## config.mk

```make
export PLATFORM = sky130hd
export DESIGN_NAME = ahc_regs
export DESIGN_NICKNAME = d
export VERILOG_FILES = /design/src/core/ahc_regs.v
export VERILOG_INCLUDE_DIRS = /design/src /design/src/core
export SDC_FILE = /design/constraint.sdc
export NUM_CORES = 1
export LEC_CHECK = 0
export BUFFER_PORTS_ARGS = -buffer_cell sky130_fd_sc_hd__clkbuf_2
export CORE_MARGIN = 1.5
export CORE_UTILIZATION = 45
export CTS_BUF_LIST = sky130_fd_sc_hd__clkbuf_4 sky130_fd_sc_hd__clkbuf_8
export DETAILED_ROUTE_END_ITERATION = 12
export GPL_TIMING_DRIVEN = 0
export PLACE_DENSITY_LB_ADDON = 0.2
export SKIP_LAST_GASP = 1
export SLEW_MARGIN = 30
export SYNTH_ARGS = -nofsm -noshare
export SYNTH_HDL_FRONTEND = slang
export SYNTH_SLANG_ARGS = --single-unit
```

## constraint.sdc

```tcl
create_clock -name clk -period 2.6 [get_ports clk]
set_input_delay 0.65 -clock clk [delete_from_list [all_inputs] [get_ports clk]]
set_output_delay 0.65 -clock clk [all_outputs]
set_load 0.005 [all_outputs]
```

## src/core/ahc_regs_defs.vh

```
/*
 * Register offsets, reset values and widths of the ADC high-pass
 * coefficient bank on page 1 of the codec control map.
 * Assumes the includer wants plain `define constants, no logic.
 */
`ifndef AHC_REGS_DEFS_VH
`define AHC_REGS_DEFS_VH

`define AHC_ADDR_W 7
`define AHC_DATA_W 8
`define AHC_COEF_W 16

// Register offsets
`define AHC_OFF_LEFT_DEN1_LOW 7'h46
`define AHC_OFF_RIGHT_NUM0_HIGH 7'h47
`define AHC_OFF_RIGHT_NUM0_LOW 7'h48
`define AHC_OFF_RIGHT_NUM1_HIGH 7'h49
`define AHC_OFF_RIGHT_NUM1_LOW 7'h4A
`define AHC_OFF_RIGHT_DEN1_HIGH 7'h4B
`define AHC_OFF_RIGHT_DEN1_LOW 7'h4C
`define AHC_OFF_RSVD_FIRST 7'h4D
`define AHC_OFF_RSVD_LAST 7'h7F

// Reset values
`define AHC_RST_LEFT_DEN1_LOW 8'h7E
`define AHC_RST_RIGHT_NUM0_HIGH 8'h39
`define AHC_RST_RIGHT_NUM0_LOW 8'h55
`define AHC_RST_RIGHT_NUM1_HIGH 8'hF3
`define AHC_RST_RIGHT_NUM1_LOW 8'h2D
`define AHC_RST_RIGHT_DEN1_HIGH 8'h53
`define AHC_RST_RIGHT_DEN1_LOW 8'h7E
`define AHC_RST_RSVD 8'h00
`define AHC_RST_RD_DATA 8'h00

`endif

```

## src/core/ahc_regs.v

```verilog
/*
 * ADC high-pass coefficient register bank: left denominator-one low
 * byte and the full right-channel coefficient set, plus the reserved
 * upper page locations that read as zero.
 * Assumes the codec control-bus decoder (serial or two-wire) hands over
 * one byte access per cycle on clk, already synchronised to clk, with
 * the page-1 select already resolved. The left denominator-one high byte
 * lives in the neighbouring bank and arrives as an input.
 */
`timescale 1ns/1ps
`include "ahc_regs_defs.vh"

// Functional notes
// - Each coefficient is high byte then low byte, one signed 16-bit word.
// - Left denominator-one low byte resets to 0x7E and is read/write.
// - Right numerator-zero resets to 0x39/0x55, both bytes read/write.
// - Right numerator-one resets to 0xF3/0x2D, both bytes read/write.
// - Right denominator-one resets to 0x53/0x7E, both bytes read/write.
// - Locations 77 to 127 read zero; host must never write them.
module ahc_regs (
    input wire clk,
    input wire rst,
    input wire regWrEn,
    input wire regRdEn,
    input wire [`AHC_ADDR_W-1:0] regAddr,
    input wire [`AHC_DATA_W-1:0] regWrData,
    output reg [`AHC_DATA_W-1:0] regRdData,
    output reg regRdValid,
    input wire [`AHC_DATA_W-1:0] leftDen1High,
    output wire [`AHC_COEF_W-1:0] leftDenominatorOneCoefficient,
    output wire [`AHC_COEF_W-1:0] rightNumeratorZeroCoefficient,
    output wire [`AHC_COEF_W-1:0] rightNumeratorOneCoefficient,
    output wire [`AHC_COEF_W-1:0] rightDenominatorOneCoefficient
);

    // Bank geometry; entry 0 sits at the lowest held offset
    localparam NUM_ENTRIES = 7;
    localparam IDX_LEFT_DEN1_LOW = 0;
    localparam IDX_RIGHT_NUM0_HIGH = 1;
    localparam IDX_RIGHT_NUM0_LOW = 2;
    localparam IDX_RIGHT_NUM1_HIGH = 3;
    localparam IDX_RIGHT_NUM1_LOW = 4;
    localparam IDX_RIGHT_DEN1_HIGH = 5;
    localparam IDX_RIGHT_DEN1_LOW = 6;
    localparam TABLE_OFF_W = NUM_ENTRIES * `AHC_ADDR_W;
    localparam TABLE_DATA_W = NUM_ENTRIES * `AHC_DATA_W;

    // Offset of each entry; the last item of the list is entry 0
    localparam [TABLE_OFF_W-1:0] OFF_TABLE = {
        `AHC_OFF_RIGHT_DEN1_LOW,
        `AHC_OFF_RIGHT_DEN1_HIGH,
        `AHC_OFF_RIGHT_NUM1_LOW,
        `AHC_OFF_RIGHT_NUM1_HIGH,
        `AHC_OFF_RIGHT_NUM0_LOW,
        `AHC_OFF_RIGHT_NUM0_HIGH,
        `AHC_OFF_LEFT_DEN1_LOW
    };

    // Reset byte of each entry, in the same order as the offsets
    localparam [TABLE_DATA_W-1:0] RST_TABLE = {
        `AHC_RST_RIGHT_DEN1_LOW,
        `AHC_RST_RIGHT_DEN1_HIGH,
        `AHC_RST_RIGHT_NUM1_LOW,
        `AHC_RST_RIGHT_NUM1_HIGH,
        `AHC_RST_RIGHT_NUM0_LOW,
        `AHC_RST_RIGHT_NUM0_HIGH,
        `AHC_RST_LEFT_DEN1_LOW
    };

    // Decode, storage taps and read path
    wire [NUM_ENTRIES-1:0] entryHit;
    wire [NUM_ENTRIES-1:0] entryWrEn;
    wire [TABLE_DATA_W-1:0] entryBytes;
    wire [TABLE_DATA_W-1:0] entryRdTerm;
    wire rsvdHit;
    reg [`AHC_DATA_W-1:0] rdData_nxt;
    integer rdIdx;

    // Named views of the stored bytes for coefficient assembly
    wire [`AHC_DATA_W-1:0] leftDen1Low;
    wire [`AHC_DATA_W-1:0] rightNum0High;
    wire [`AHC_DATA_W-1:0] rightNum0Low;
    wire [`AHC_DATA_W-1:0] rightNum1High;
    wire [`AHC_DATA_W-1:0] rightNum1Low;
    wire [`AHC_DATA_W-1:0] rightDen1High;
    wire [`AHC_DATA_W-1:0] rightDen1Low;

    // Reserved window runs from its first offset to the page end
    assign rsvdHit = (regAddr >= `AHC_OFF_RSVD_FIRST);

    // One storage byte per held offset; a write lands on its strobe edge
    genvar gi;
    generate
        for (gi = 0; gi < NUM_ENTRIES; gi = gi + 1) begin : g_entry
            localparam [`AHC_ADDR_W-1:0] ENTRY_OFF =
                OFF_TABLE[gi*`AHC_ADDR_W +: `AHC_ADDR_W];
            localparam [`AHC_DATA_W-1:0] ENTRY_RST =
                RST_TABLE[gi*`AHC_DATA_W +: `AHC_DATA_W];
            reg [`AHC_DATA_W-1:0] entryByte_r;

            // Exact match only, so reserved writes touch nothing
            assign entryHit[gi] = (regAddr == ENTRY_OFF);
            assign entryWrEn[gi] = regWrEn & entryHit[gi];

            // No shadowing: a half-written word is seen by the filter
            always @(posedge clk or posedge rst) begin
                if (rst) begin
                    entryByte_r <= ENTRY_RST;
                end else if (entryWrEn[gi]) begin
                    entryByte_r <= regWrData;
                end
            end

            // Flat taps for the read mux and coefficient assembly
            assign entryBytes[gi*`AHC_DATA_W +: `AHC_DATA_W] = entryByte_r;
            assign entryRdTerm[gi*`AHC_DATA_W +: `AHC_DATA_W] =
                entryHit[gi] ? entryByte_r : `AHC_RST_RSVD;
        end
    endgenerate

    // Byte views; slicing by index keeps the tables the single source
    assign leftDen1Low =
        entryBytes[IDX_LEFT_DEN1_LOW*`AHC_DATA_W +: `AHC_DATA_W];
    assign rightNum0High =
        entryBytes[IDX_RIGHT_NUM0_HIGH*`AHC_DATA_W +: `AHC_DATA_W];
    assign rightNum0Low =
        entryBytes[IDX_RIGHT_NUM0_LOW*`AHC_DATA_W +: `AHC_DATA_W];
    assign rightNum1High =
        entryBytes[IDX_RIGHT_NUM1_HIGH*`AHC_DATA_W +: `AHC_DATA_W];
    assign rightNum1Low =
        entryBytes[IDX_RIGHT_NUM1_LOW*`AHC_DATA_W +: `AHC_DATA_W];
    assign rightDen1High =
        entryBytes[IDX_RIGHT_DEN1_HIGH*`AHC_DATA_W +: `AHC_DATA_W];
    assign rightDen1Low =
        entryBytes[IDX_RIGHT_DEN1_LOW*`AHC_DATA_W +: `AHC_DATA_W];

    // OR of the per-entry terms; at most one entry matches an offset
    always @* begin
        rdData_nxt = `AHC_RST_RSVD;
        for (rdIdx = 0; rdIdx < NUM_ENTRIES; rdIdx = rdIdx + 1) begin
            rdData_nxt = rdData_nxt |
                entryRdTerm[rdIdx*`AHC_DATA_W +: `AHC_DATA_W];
        end
        // Reserved page forced to zero even if an entry is added there
        if (rsvdHit) begin
            rdData_nxt = `AHC_RST_RSVD;
        end
    end

    // Registered read answer, one cycle after the strobe
    always @(posedge clk or posedge rst) begin
        if (rst) begin
            regRdData <= `AHC_RST_RD_DATA;
            regRdValid <= 1'b0;
        end else begin
            regRdValid <= regRdEn;
            if (regRdEn) begin
                regRdData <= rdData_nxt;
            end
        end
    end

    // High byte on top keeps the sign bit where the filter expects it
    assign leftDenominatorOneCoefficient =
        {leftDen1High, leftDen1Low};
    assign rightNumeratorZeroCoefficient =
        {rightNum0High, rightNum0Low};
    assign rightNumeratorOneCoefficient =
        {rightNum1High, rightNum1Low};
    assign rightDenominatorOneCoefficient =
        {rightDen1High, rightDen1Low};

endmodule

```

==> results.ini <==
[floorplan]
die_h_um = 86.0
die_x_um = 86.0
start_util_pct = 46.2
design.core.area_sq_mm = 0.00672
num_rows = 30
ios = 100
die_area_sq_mm = 0.00740

[global_route]
grt_first_pass_wirelength_um = 12200
gr-total-overflow = 0
grt_util_all_layers_pct = 22.6
antenna_found_initial = 0
grt_max_degree = 50
grt_pass1_vias = 2193

[clocking]
htree_levels = 3
cts_hold_buf = 0
cts_buffers = 9
cts_max_path_buffers = 2
clock_latency_ps = 330
clk_pin_slew_ps = 70
clock_tree.root_cell = clkbuf_8
clkSinkCount = 65
cts_tree = built
post_cts_buffers = 0
post_cts_resized = 0

[worst_setup_path]
crit_path_end = g_entry[1].entryByte_r[7]
critPathLaunchType = input port
timing.rr.end = regRdData[7]
worstPathRequired_ps = 2810
cp-startpoint = regAddr[2]
rr_worst_depth = 3
rrSetupSlack_ps = 1500
r2r-start = g_entry[4].entryByte_r[7]
crit_fanout = 8
crit_arrival_ps = 2140
crit_type = in2reg
cp-end-kind = flop

[pwr]
finalPower_w = 0.00234
peakVddDrop_v = 0.000267
power_density_mw_per_mm2 = 603
leakage_nw = 1.90

[place]
portBuffers = 90
gp_congestion = 0.872
place_hpwl_um = 5430

[final_layout]
final_common_cell = clkbuf_2
area_growth_pct = 25.2
nets = 356
post-route-util_pct = 57.8
drive_gt1_share_pct = 66.8
final_cell_mix = clkbuf_2, mux2_2, dfstp_2
antenna_cells = 0

[yosys]
ys_async_sr_fraction_pct = 100
synth_cell_types = 34
synth_nets = 254
synth-edff-count = 0
synth_area_per_cell_sq_um = 13.7
yosysWarnings = 0
ys_seq_elements = 65
netlist_instances = 227
synth_flop_cell = dfstp_2
seq_area_frac_synth_pct = 53.8
syn_area_sq_mm = 0.00310

[sta]
rsz0062_at_grt = false
period_needed_ps = 1930
relSlewSlack_pct = 48.4
clock.fmax_mhz = 519
period_share_pct = 74.1
worst_slew_pin_slew_ps = 775
report.final.slew_viol_count = 0
setup_viol = 0
hold_viol = 0
finalClockSkew_ps = 9.41

[routing]
vias = 2279
drt_iter0_markers = 112
wl_um = 7980
wl_per_cell_um = 19.3
avgViaCountPerCell = 5.50
antenna_left = 0
drt-pass1-iter-count = 4
drc_errors = 0

[outcome]
status = finished, final reports clean

[hold_path]
hold_class = in2async

[job]
maxCapViolCount = 0

synthesized netlist by cell type, drive strengths merged (3+ instances only):
| cell | number | area [sq um] |
|---|---|---|
| nand3b | 3 | 22.5 |
| buf | 15 | 100 |
| o2bb2ai | 6 | 52.6 |
| nand2 | 8 | 32.5 |
| o22ai | 6 | 37.5 |
| dfstp | 34 | 893 |
| dfrtp | 31 | 776 |
| nor2b | 4 | 25.0 |
| nand3 | 4 | 35.0 |
| mux2i | 7 | 70.1 |
| nor3 | 3 | 48.8 |
| a22oi | 8 | 60.1 |
| a22o | 8 | 70.1 |
| a221o | 6 | 60.1 |
| mux2 | 56 | 631 |
| inv | 8 | 30.0 |
| clkbuf | 3 | 11.3 |
through the flow:
step	worst slack [ps]	hold slack [ps]	instances	instance area (sq um)	TNS, ps
after CTS	675	228	414	3880	0
after detailed placement	322	523	398	3680	0
after global routing	555	242	414	3880	0
final	673	231	414	3880	0
after floorplan	380	526	227	3100	0
after global placement	-403	516	397	3650	-12350
state kept, by name (all words and copies together) (netlist names):
| name | flops |
|---|---|
| g_entry.entryByte_r | 56 |
| regRdData | 8 |
| regRdValid | 1 |
layer usage:
metal	wire length, um	vias to the layer above	global-route usage (%)
met2	3710	83	33.2
li1	-	1054	-
met4	192	0	11.6
met5	0	-	0
met1	3660	1126	32.1
met3	417	16	4.04
cells by family (layout without fill, tap and decap cells):
kind of cell           Yosys count  after routing  share of synthesized area (%)
AOI/OAI and AO/OA               43             43                           11.4
buffers and inverters           26            133                           4.56
DFF                             65             65                           53.8
muxes                           63             63                           22.6
and+or+nand+nor                 30             30                           7.70
worst min-delay path by stage:
| stage | start | endpoint | slack (ps) | cells after the start |
|---|---|---|---|---|
| floorplan | g_entry[2].entryByte_r[1] | g_entry[2].entryByte_r[1] | 530 | 1 |
| global placement | g_entry[3].entryByte_r[3] | g_entry[3].entryByte_r[3] | 520 | 1 |
| detailed placement | g_entry[4].entryByte_r[7] | g_entry[4].entryByte_r[7] | 520 | 1 |
| CTS | rst | g_entry[5].entryByte_r[7] | 230 | 2 |
| global route | rst | g_entry[5].entryByte_r[7] | 240 | 2 |
| finish | rst | g_entry[5].entryByte_r[7] | 230 | 2 |
layout make-up:
cell class              count  area, sq um
plain buffers              18          111
clock buffers              13          160
clock inverters             3         40.0
fillers                   569         2840
inverters                   8         32.5
multi-input cells         136         1290
flip-flops and latches     65         1670
well taps                  80          100
repair buffers             91          478
worst max-delay path: stages:
cell      delay, ps
clkbuf_2        110
nor2b_1         120
buf_2           240
nand2_1         130
nor3_4          490
mux2_2          400
report_power, final:
group / switching [W] / internal (W) / total, W
Combinational: 0.000143 / 0.000154 / 0.000297
Sequential: 0.0000585 / 0.00112 / 0.00118
Clock: 0.000370 / 0.000499 / 0.000869
Power figures use the tool's default switching activity.
